`src/logic/pdotc_pkg.sv`:
```
// Package with constants and types of the PDO transfer control block.
package pdotc_pkg;

  // Clock and time base.
  localparam int CLK_PERIOD_NS = 25;
  localparam int TENTH_MS_NS = 100000;
  localparam int TENTH_MS_CYC = (TENTH_MS_NS + CLK_PERIOD_NS - 1) / CLK_PERIOD_NS;
  localparam int US_NS = 1000;
  localparam int US_CYC = US_NS / CLK_PERIOD_NS;
  localparam logic [11:0] TENTH_MS_LAST = 12'(TENTH_MS_CYC - 1);
  localparam logic [5:0] US_LAST = 6'(US_CYC - 1);

  // Object indices.
  localparam logic [15:0] IDX_RX_PDO1_COMM = 16'h1400;
  localparam logic [15:0] IDX_RX_PDO2_COMM = 16'h1401;
  localparam logic [15:0] IDX_RX_PDO1_MAP = 16'h1600;
  localparam logic [15:0] IDX_RX_PDO2_MAP = 16'h1601;
  localparam logic [15:0] IDX_TX_PDO1_COMM = 16'h1800;
  localparam logic [15:0] IDX_TX_PDO2_COMM = 16'h1801;
  localparam logic [15:0] IDX_TX_PDO1_MAP = 16'h1a00;
  localparam logic [15:0] IDX_TX_PDO2_MAP = 16'h1a01;
  localparam logic [15:0] IDX_CYCLE_SET = 16'h3400;
  localparam logic [15:0] IDX_CYCLE_ACT = 16'h3401;
  localparam logic [15:0] IDX_STATE_CTRL = 16'h3402;
  localparam logic [15:0] IDX_POWERUP_SEL = 16'h3403;
  localparam logic [15:0] IDX_PDO_ENABLE = 16'h6f60;

  // Record numbers inside the comm and map arrays.
  localparam logic [1:0] REC_RX1 = 2'h0;
  localparam logic [1:0] REC_RX2 = 2'h1;
  localparam logic [1:0] REC_TX1 = 2'h2;
  localparam logic [1:0] REC_TX2 = 2'h3;

  // Sub-indices and field values.
  localparam logic [7:0] SUB_COUNT = 8'h00;
  localparam logic [7:0] SUB_FIRST = 8'h01;
  localparam logic [7:0] SUB_LAST = 8'h04;
  localparam logic [1:0] ENT_TX_TYPE = 2'h1;
  localparam logic [7:0] COUNT_RST = 8'h02;
  localparam logic [7:0] TX_TYPE_MFR_ASYNC = 8'hfe;
  localparam logic [7:0] CMD_PREOP = 8'h00;
  localparam logic [7:0] CMD_OP = 8'h01;
  localparam logic [7:0] CMD_TOGGLE = 8'h02;
  localparam logic [7:0] FLAG_OFF = 8'h00;
  localparam logic [7:0] FLAG_ON = 8'h01;
  localparam logic [7:0] POWERUP_RST = 8'h00;
  localparam logic [7:0] ENABLE_RST = 8'h01;
  localparam logic [31:0] CYCLE_RST = 32'h0000_0000;

  typedef enum logic [1:0] {
    PDOTC_BOOT = 2'b00,
    PDOTC_PREOP = 2'b01,
    PDOTC_OP = 2'b10
  } pdotc_node_t;

  // Object dictionary access request and answer.
  typedef struct packed {
    logic req;
    logic write;
    logic [15:0] index;
    logic [7:0] sub;
    logic [31:0] wdata;
  } pdotc_od_req_t;

  typedef struct packed {
    logic ack;
    logic err;
    logic [31:0] rdata;
  } pdotc_od_rsp_t;

  // One transmit request: bit 0 asks for TPDO1, bit 1 for TPDO2.
  typedef struct packed {
    logic valid;
    logic [1:0] pdoMask;
  } pdotc_tx_t;

  typedef struct packed {
    pdotc_node_t node;
    pdotc_od_rsp_t rsp;
    logic [3:0][7:0] commCount;
    logic [3:0][3:0][31:0] commEnt;
    logic [3:0][7:0] mapCount;
    logic [3:0][3:0][31:0] mapEnt;
    logic [31:0] cycleSet;
    logic [31:0] cycleAct;
    logic [7:0] powerupSel;
    logic [7:0] enable;
    logic [11:0] tenthPre;
    logic [31:0] unitCnt;
    logic [5:0] usPre;
    logic [31:0] usCnt;
    logic [1:0] pendMask;
    pdotc_tx_t buf0;
    pdotc_tx_t buf1;
  } pdotc_state_t;

endpackage : pdotc_pkg

```
`src/logic/pdotc_top.sv`:
```
// PDO transfer control: object dictionary records, node state and PDO cycle timing.
//
// Function
// Type 254 sends at set cycle in 0.1 ms; zero follows sampling rate.
// Actual cycle reads real period in microseconds while TPDO1 is type 254, else zero.
// State write: 0 pre-operational, 1 operational, 2 toggles; this node only.
// State read returns 0 for pre-operational, 1 for operational.
// Power-up selection: 0 starts pre-operational, 1 starts operational; reset reloads it to 0 here, so the node always starts pre-operational.
// Power-up operational only when selection and transfer enable both equal 1.
// Two receive comm records, entry count defaults to 2, read-write.
// Two receive mapping records of 32-bit entries, count defaults to 2.
// Two transmit comm records, entry count defaults to 2, writable.
// Two transmit mapping records of 32-bit entries, count defaults to 2.
// No PDO transmitted while transfer enable is 0.
`timescale 1ns/1ps
`default_nettype none

module pdotc_top (
  // Clock and reset.
  input wire logic clk,
  input wire logic rst_n,
  // Object dictionary access.
  input wire pdotc_pkg::pdotc_od_req_t odReq,
  output var pdotc_pkg::pdotc_od_rsp_t odRsp,
  // Sampling strobe from the measurement path.
  input wire logic sampleTick,
  // PDO transmit request stream.
  output var pdotc_pkg::pdotc_tx_t txOut,
  input wire logic txReady,
  // Node status.
  output var logic nodeOperational
);
  import pdotc_pkg::*;

  pdotc_state_t s_ff;
  pdotc_state_t nxt_s;
  logic nodeOperational_ff;
  logic nxt_nodeOperational;

  logic isComm;
  logic isMap;
  logic [1:0] rec;
  logic [1:0] ent;
  logic subOk;
  logic [1:0] mfrMask;
  logic gate;
  logic tick;
  logic [1:0] fireMask;
  logic [7:0] wByte;

  always_comb begin
    nxt_s = s_ff;
    nxt_s.rsp = '0;
    isComm = 1'b0;
    isMap = 1'b0;
    rec = REC_RX1;
    ent = 2'(odReq.sub - SUB_FIRST);
    subOk = (odReq.sub >= SUB_FIRST) && (odReq.sub <= SUB_LAST);
    wByte = odReq.wdata[7:0];
    tick = 1'b0;
    fireMask = 2'b00;

    // The node leaves boot in the first cycle after reset. The power-up choice
    // is applied once, and later state writes take over from there.
    // power-up state
    // enable qualifies start
    if (s_ff.node == PDOTC_BOOT) begin
      if ((s_ff.powerupSel == FLAG_ON) && (s_ff.enable == FLAG_ON)) begin
        nxt_s.node = PDOTC_OP;
      end else begin
        nxt_s.node = PDOTC_PREOP;
      end
    end

    mfrMask[0] = s_ff.commEnt[REC_TX1][ENT_TX_TYPE][7:0] == TX_TYPE_MFR_ASYNC;
    mfrMask[1] = s_ff.commEnt[REC_TX2][ENT_TX_TYPE][7:0] == TX_TYPE_MFR_ASYNC;
    // enable gates sending
    gate = (s_ff.node == PDOTC_OP) && (s_ff.enable == FLAG_ON);

    // The prescaler restarts whenever sending is inhibited, so the first timed
    // request after enabling comes one full cycle later, never a short one.
    // cycle timer
    if (s_ff.cycleSet == CYCLE_RST) begin
      tick = sampleTick;
      nxt_s.tenthPre = '0;
      nxt_s.unitCnt = '0;
    end else if (s_ff.tenthPre == TENTH_MS_LAST) begin
      nxt_s.tenthPre = '0;
      if (s_ff.unitCnt + 32'h1 >= s_ff.cycleSet) begin
        tick = 1'b1;
        nxt_s.unitCnt = '0;
      end else begin
        nxt_s.unitCnt = s_ff.unitCnt + 32'h1;
      end
    end else begin
      nxt_s.tenthPre = s_ff.tenthPre + 12'h1;
    end
    if (!gate) begin
      nxt_s.tenthPre = '0;
      nxt_s.unitCnt = '0;
    end
    fireMask = (tick && gate) ? mfrMask : 2'b00;

    // period measurement
    if (s_ff.usPre == US_LAST) begin
      nxt_s.usPre = '0;
      if (s_ff.usCnt != 32'hffff_ffff) begin
        nxt_s.usCnt = s_ff.usCnt + 32'h1;
      end
    end else begin
      nxt_s.usPre = s_ff.usPre + 6'h1;
    end
    // Capture the count including this cycle's microsecond, otherwise a
    // 100 us period would read back as 99.
    if (fireMask != 2'b00) begin
      nxt_s.cycleAct = nxt_s.usCnt;
      nxt_s.usPre = '0;
      nxt_s.usCnt = '0;
    end

    // Two-entry buffer: pop, then push pending requests when a slot is free.
    // Ticks that find both slots full merge into one pending mask: a slow receiver
    // loses repetitions of a PDO but never the fact that it was due.
    if (s_ff.buf0.valid && txReady) begin
      nxt_s.buf0 = s_ff.buf1;
      nxt_s.buf1 = '0;
    end
    nxt_s.pendMask = s_ff.pendMask | fireMask;
    if (nxt_s.pendMask != 2'b00) begin
      if (!nxt_s.buf0.valid) begin
        nxt_s.buf0.valid = 1'b1;
        nxt_s.buf0.pdoMask = nxt_s.pendMask;
        nxt_s.pendMask = 2'b00;
      end else if (!nxt_s.buf1.valid) begin
        nxt_s.buf1.valid = 1'b1;
        nxt_s.buf1.pdoMask = nxt_s.pendMask;
        nxt_s.pendMask = 2'b00;
      end
    end
    // flush when inhibited
    // Inhibit drops queued requests rather than sending them late.
    if (!gate) begin
      nxt_s.pendMask = 2'b00;
      nxt_s.buf0 = '0;
      nxt_s.buf1 = '0;
    end

    // Record decode for the PDO comm and mapping objects.
    // Sub 0 of every record is its 8-bit count; subs 1 to 4 hold 32-bit entries.
    case (odReq.index)
      IDX_RX_PDO1_COMM: begin
        isComm = 1'b1;
        rec = REC_RX1;
      end
      IDX_RX_PDO2_COMM: begin
        isComm = 1'b1;
        rec = REC_RX2;
      end
      IDX_TX_PDO1_COMM: begin
        isComm = 1'b1;
        rec = REC_TX1;
      end
      IDX_TX_PDO2_COMM: begin
        isComm = 1'b1;
        rec = REC_TX2;
      end
      IDX_RX_PDO1_MAP: begin
        isMap = 1'b1;
        rec = REC_RX1;
      end
      IDX_RX_PDO2_MAP: begin
        isMap = 1'b1;
        rec = REC_RX2;
      end
      IDX_TX_PDO1_MAP: begin
        isMap = 1'b1;
        rec = REC_TX1;
      end
      IDX_TX_PDO2_MAP: begin
        isMap = 1'b1;
        rec = REC_TX2;
      end
      default: begin
        isComm = 1'b0;
        isMap = 1'b0;
      end
    endcase

    if (odReq.req) begin
      nxt_s.rsp.ack = 1'b1;
      if (isComm || isMap) begin
        // receive comm records
        // receive mapping records
        // transmit comm records
        // transmit mapping records
        if (odReq.sub == SUB_COUNT) begin
          nxt_s.rsp.rdata = {24'h0, isComm ? s_ff.commCount[rec] : s_ff.mapCount[rec]};
          if (odReq.write && isComm) begin
            nxt_s.commCount[rec] = wByte;
          end else if (odReq.write) begin
            nxt_s.mapCount[rec] = wByte;
          end
        end else if (subOk) begin
          nxt_s.rsp.rdata = isComm ? s_ff.commEnt[rec][ent] : s_ff.mapEnt[rec][ent];
          if (odReq.write && isComm) begin
            nxt_s.commEnt[rec][ent] = odReq.wdata;
          end else if (odReq.write) begin
            nxt_s.mapEnt[rec][ent] = odReq.wdata;
          end
        end else begin
          nxt_s.rsp.err = 1'b1;
        end
      end else if (odReq.sub != SUB_COUNT) begin
        nxt_s.rsp.err = 1'b1;
      end else begin
        case (odReq.index)
          IDX_CYCLE_SET: begin
            nxt_s.rsp.rdata = s_ff.cycleSet;
            if (odReq.write) begin
              nxt_s.cycleSet = odReq.wdata;
            end
          end
          IDX_CYCLE_ACT: begin
            // zero unless TPDO1 is type 254
            // The measured value is read-only; a write is refused and changes nothing.
            nxt_s.rsp.rdata = mfrMask[0] ? s_ff.cycleAct : 32'h0;
            nxt_s.rsp.err = odReq.write;
          end
          IDX_STATE_CTRL: begin
            // state readback
            nxt_s.rsp.rdata = {31'h0, s_ff.node == PDOTC_OP};
            if (odReq.write) begin
              // Commands are not qualified by the enable flag; it gates sending and the power-up start.
              // local state change
              case (wByte)
                CMD_PREOP: nxt_s.node = PDOTC_PREOP;
                CMD_OP: nxt_s.node = PDOTC_OP;
                CMD_TOGGLE: begin
                  nxt_s.node = (s_ff.node == PDOTC_OP) ? PDOTC_PREOP : PDOTC_OP;
                end
                default: nxt_s.rsp.err = 1'b1;
              endcase
            end
          end
          IDX_POWERUP_SEL: begin
            nxt_s.rsp.rdata = {24'h0, s_ff.powerupSel};
            if (odReq.write) begin
              if (wByte == FLAG_OFF || wByte == FLAG_ON) begin
                nxt_s.powerupSel = wByte;
              end else begin
                nxt_s.rsp.err = 1'b1;
              end
            end
          end
          IDX_PDO_ENABLE: begin
            nxt_s.rsp.rdata = {24'h0, s_ff.enable};
            if (odReq.write) begin
              if (wByte == FLAG_OFF || wByte == FLAG_ON) begin
                nxt_s.enable = wByte;
              end else begin
                nxt_s.rsp.err = 1'b1;
              end
            end
          end
          default: nxt_s.rsp.err = 1'b1;
        endcase
      end
      // A refused access returns no data, so software never sees stale values.
      if (nxt_s.rsp.err) begin
        nxt_s.rsp.rdata = '0;
      end
    end

    // The status pin is registered from the next state so that it changes at the
    // same edge as the state itself, and so comes straight from a flip-flop.
    nxt_nodeOperational = nxt_s.node == PDOTC_OP;
  end

  always_ff @(posedge clk or negedge rst_n) begin
    if (!rst_n) begin
      s_ff <= '0;
      s_ff.node <= PDOTC_BOOT;
      // count default
      // count default
      // count default
      // count default
      s_ff.commCount <= {4{COUNT_RST}};
      s_ff.mapCount <= {4{COUNT_RST}};
      s_ff.cycleSet <= CYCLE_RST;
      s_ff.powerupSel <= POWERUP_RST;
      s_ff.enable <= ENABLE_RST;
      nodeOperational_ff <= 1'b0;
    end else begin
      s_ff <= nxt_s;
      nodeOperational_ff <= nxt_nodeOperational;
    end
  end

  assign odRsp = s_ff.rsp;
  assign txOut = s_ff.buf0;
  assign nodeOperational = nodeOperational_ff;

endmodule : pdotc_top

`default_nettype wire

```
`config.mk`:
```
export PLATFORM = sky130hd
export DESIGN_NAME = pdotc_top
export DESIGN_NICKNAME = d
export VERILOG_FILES = /design/src/logic/pdotc_pkg.sv /design/src/logic/pdotc_top.sv
export SDC_FILE = /design/constraint.sdc
export NUM_CORES = 2
export LEC_CHECK = 0
export ABC_CLOCK_PERIOD_IN_PS = 5650
export BUFFER_PORTS_ARGS = -buffer_cell sky130_fd_sc_hd__buf_4
export CAP_MARGIN = 20
export CORE_MARGIN = 2
export CORE_UTILIZATION = 57
export DETAILED_ROUTE_END_ITERATION = 6
export GPL_TIMING_DRIVEN = 0
export PLACE_DENSITY = 0.73
export SETUP_SLACK_MARGIN = 0.4
export SKIP_LAST_GASP = 1
export SYNTH_ARGS = -nofsm -noshare
export SYNTH_HDL_FRONTEND = slang
export SYNTH_SLANG_ARGS = --single-unit
```
`constraint.sdc`:
```
create_clock -name clk -period 5.65 [get_ports clk]
set_input_delay 1.13 -clock clk [delete_from_list [all_inputs] [get_ports clk]]
set_output_delay 1.13 -clock clk [all_outputs]
set_load 0.02 [all_outputs]
```
# == Word-level counts from Yosys, hierarchy flattened ==
# Cells that the tools add are included.
# totals
register_bits,1295
inputBits,62
out_inout_bits,38
# classes
n_addsub,5
n_lt_le_gt_ge,7
eq_ne,25
mux,90
bitwise_logic,5
n_reduce_logical,31
# ops
operator,count
two-way mux 512 bit,7
two-way mux 1156 bit,1
two-way mux 1088 bit,1
bitwise mux 512 bit,2
two-way mux 32 bit,22
binary-select mux 128 bit (select 2 bit),2
two-way mux 128 bit,3
demux 128 bit (select 2 bit),1
one-hot mux 32 bit (5 select lines),1
binary-select mux 32 bit (select 2 bit),2
"equality test 16 x 13 -> 1 bit, second input constant",8
two-way mux 44 bit,2
two-way mux 33 bit,2
"adder 32 x 1 -> 32 bit, second input constant",2
bitwise mux 32 bit,2
demux 32 bit (select 2 bit),1
"equality test 16 x 14 -> 1 bit, second input constant",4
two-way mux 8 bit,6
two-way mux 38 bit,1
binary-select mux 8 bit (select 2 bit),2
greater-or-equal comparator 32 bit,1
logical NOT 32 bit,1
"!= test 32 bit, second input constant",1
"equality test 8 x 1 -> 1 bit, second input constant",3
other kinds (36),85

# == Longest topological paths before layout ==
# depth
depth_word,15
mapped_depth,19

# == Least setup slack after synthesis ==
# Ideal clock, no wire load.
# synth_path
path_kind,register -> register
from,register s_ff[53] in the netlist's numbering
to,register s_ff[2] in the netlist's numbering
setup_time_ns,0.136
arrival_time_ns,4.427
path_slack_ns,1.088
path_stages_with_launch,19
n_path_buf,2
period_less_slack_ns,4.562
path_cell_list,dfrtp_1 -> nand4_1 -> nor4_1 -> nand3_1 -> nor3_1 -> and3_1 -> clkbuf_1 -> nand3_1 -> xnor2_1 -> ha_1 -> and4_1 -> nand3_1 -> a21oi_1 -> a2111oi_0 -> nand2_1 -> a32o_1 -> clkbuf_1 -> a2111oi_0 -> nor3_1
# synth_lines
item,line,text
start: declaration,pdotc_top.sv:35,pdotc_state_t s_ff;
start signal: assignment,pdotc_top.sv:294,s_ff <= nxt_s;

==> key figures <==
Detailed routing
  • Met2 Wirelength: approximately 95000 um
  • M1 WL: about 82000 um
  • WL per Instance: 34.61 um
  • DRC: 0
  • Length of the first detailed-routing pass in iterations: 7
  • Routed wire length: between 200000 and 250000 um
  • Antenna-violating nets left: 0
  • Initial DRC Count: ~6200
  • Met3 wire length: between 20000 and 30000 um
  • Total number of vias: roughly 46000
  • Via/cell ratio: roughly 7
  • Top layer reached by signal wires: met5

Yosys
  • Asr flop ratio synth: 1.000
  • Mean Syn Cell Area: 12.35 um^2
  • Post-synthesis net count: ~4900
  • Post-synth EDFFs: 0
  • Top FF cell, synth: dfrtp_1
  • Synthesized instance count: between 4000 and 5000
  • Yosys cell types: 80
  • Sequential-to-total area share from yosys stat: 0.5512
  • YS warnings: 0
  • Synth Register Bits: about 1300
  • Mapped cell area: a little under 60000 um^2

Floorplanning
  • Starting density of the core: 0.5764
  • I/O Pins: 100
  • Die H: about 330 um
  • Die Area: around 110000 um^2
  • CORE AREA: about 100000 um^2
  • Die W: about 330 um
  • # rows: around 120

Timing
  • Final min period: between 5 and 6 ns
  • Slew margin rel.: 0.1373
  • Layout Skew: 0.02739 ns
  • Worst slew pin tran: 1.294 ns
  • Max-slew violations: 0
  • Final setup viols: 0
  • Fmax achieved: approximately 0.18 GHz
  • Tcrit/Tclk final: 0.9608
  • Fin Hold WS: 0.2744 ns
  • Hold Fails Final Rpt: 0
  • RSZ-0062 raised after global routing: false

Global routing
  • Pin count of the biggest net entering global routing: between 150 and 200
  • Total global-route track usage: 0.4251
  • Initial antenna violation count: 19
  • First-pass GRT wire length: around 320000 um
  • Vias in the first global route: approximately 45000
  • GRT overflow: 0

Flow run
  • Maxcap violations: 0

CTS
  • H-tree depth: 4
  • Hold_buf cts: 0
  • Clk slew on worst S/H paths: approximately 0.060 ns
  • Total CTS buffers: between 100 and 150
  • Clock Latency Late Sink: 0.77 ns
  • TritonCTS clock tree: done
  • Sink Count: 1295
  • CTS Root Cell: clkbuf_16
  • Clock Path Buffers: 3

Worst setup path
  • Critical path's slowest cell: or3_1
  • Crit. End Element: flop
  • CP max FO: 11
  • Cell Chain, Critical Path: buf_4 > clkbuf_1 > inv_1 > clkbuf_2 > buf_8 > clkbuf_8 > buf_4 > ha_1 > clkinvlp_4 > buf_2 > nand2_1 > or3_1 > a31oi_1 > o32ai_1
  • Critical path type: in2reg
  • Crit path required time: between 6 and 7 ns
  • CP peak stage delay: between 0.6 and 0.7 ns
  • Worst EP arrival: between 6 and 7 ns
  • Crit start category: primary input
  • Crit-path most repeated cell: buf_4

Finish
  • Commonest non-fill, non-tap cell in the layout: dfrtp_1
  • Share of layout cells above drive strength 1: 0.3188
  • Reg area: approximately 32000 um^2
  • Area of the multi-input gates: roughly 24000 um^2
  • Most frequent cells in the layout: dfrtp_1, mux2_2, clkbuf_1
  • Synth-to-Final Area Change: 14.24%
  • Fin util: 0.6584
  • Final nets: 5160
  • Filler cells: about 7600
  • Layout Cells excl Fill: 6547

Placement
  • I/O Buffers: between 90 and 100
  • Detailed Place HPWL: around 160000 um
  • Placed cell count: between 6000 and 7000
  • GP Congestion: between 1 and 1.5

Power and ir drop
  • Power per Cell Area: ~290 nW/um^2
  • Worst IR drop on VDD: a little under 0.3 mV
  • Pleak: around 33 nW

Worst hold path
  • HP Class: in2async

Run status
  • Status: complete, no violations
[final timing paths]
kind | startpoint | to | slack, ns | cells after the start
min | rst_n | s_ff[45] | 0.27 | 1
max | odReq[32] | odRsp[3] | 0.22 | 14
max reg2reg | s_ff[53] | s_ff[77] | 0.60 | 18
min reg2reg | s_ff[40] | s_ff[40] | 0.46 | 1
min in group clk | s_ff[40] | s_ff[40] | 0.46 | 1
max in group asynchronous | rst_n | asynchronous set/reset pin | 2.43 | 5
[kinds of logic (layout without fill, tap and decap cells)]
group / Yosys count / in the layout / synth area share
buffers and inverters: 507 / 906 / 0.03819
XOR/XNOR: 75 / 75 / 0.01117
flip-flops: 1295 / 1295 / 0.5512
other: 0 / 19 / 0
AND/OR/NAND/NOR: 774 / 774 / 0.06566
AO/OA/AOI/OAI: 939 / 939 / 0.1094
multiplexers: 1131 / 1131 / 0.2158
adder cells (fa/ha/maj): 40 / 40 / 0.008510
[worst max-delay path: cells and delay by family]
| kind | cells | cell delay, ns |
|---|---|---|
| compound gates | 2 | 0.89 |
| buf+inv | 9 | 2.34 |
| simple gates | 2 | 1.15 |
| fa+ha+maj | 1 | 0.43 |
[routing by layer]
layer,global-route usage,up-vias
met3,0.1709,897
met2,0.6035,3218
met4,0.3110,16
met5,0,-
met1,0.5244,23317
li1,-,18213
[final cells by class]
cell class | count | share of cell area
Antenna cell | 19 | 0.0007077
Buffer | 459 | 0.03218
Clock buffer | 203 | 0.06083
Clock inverter | 38 | 0.006668
Inverter | 48 | 0.002738
Multi-Input combinational cell | 2959 | 0.3616
Sequential cell | 1295 | 0.4825
Tap cell | 1368 | 0.02548
Timing Repair Buffer | 158 | 0.02723
[synth_stat cells, types with 5 or more instances]
library cell,n,area share
a22o_1,18,0.0027
nor3_1,87,0.0074
o31ai_1,12,0.0015
o221a_2,22,0.0042
inv_1,48,0.0031
buf_4,53,0.0068
nand3_2,10,0.0017
or4_1,7,0.00089
buf_2,113,0.0096
dfstp_2,9,0.0040
a22oi_1,26,0.0033
and4_1,15,0.0022
mux2_2,976,0.19
o21ai_0,242,0.021
nor4_1,22,0.0023
o22ai_1,240,0.026
nand3_1,50,0.0043
o211ai_1,47,0.0060
nor2_2,6,0.00064
nand4b_1,5,0.00074
nor2_1,251,0.016
ha_1,40,0.0085
or3_1,43,0.0046
nand2_1,159,0.010
nand4_1,22,0.0023
a221oi_1,6,0.00089
nor2_4,5,0.00096
dfrtp_1,1286,0.55
mux2_1,118,0.023
nand2b_1,10,0.0011
mux2i_1,37,0.0063
a31oi_1,18,0.0019
a21o_1,6,0.00077
xnor2_1,41,0.0061
nor2b_1,23,0.0024
xor2_1,34,0.0051
a21oi_1,47,0.0040
buf_1,37,0.0024
clkbuf_1,254,0.016
and3_1,28,0.0030
o221ai_1,200,0.030
and2_1,9,0.00096
[stage by stage]
stage          setup WS (ns)  TNS [ns]  cell area [um^2]  total power [W]
2_1_floorplan          1.088         0             58810         0.009661
3_3_place_gp          -12.22         -             61240          0.01016
3_5_place_dp          -3.100  -1815.30             62240          0.01020
4_1_cts               0.2827         0             66910          0.01924
5_1_grt               0.2776         0             67140          0.01966
6_report              0.2216         0             67180          0.01932
[what timing repair did]
action,CTS,global route
hold endpoints to repair,0,0
endpoints found under the setup margin,1282,380
pin swaps,3,5
buffers inserted,0,3
gates resized for setup,48,70
[power breakdown]
group | internal (W) | switching, W
clock | 0.00538 | 0.00386
sequential | 0.00927 | 0.000000241
combinational | 0.000148 | 0.000660
Note: power is estimated with default switching activity, not from simulation.
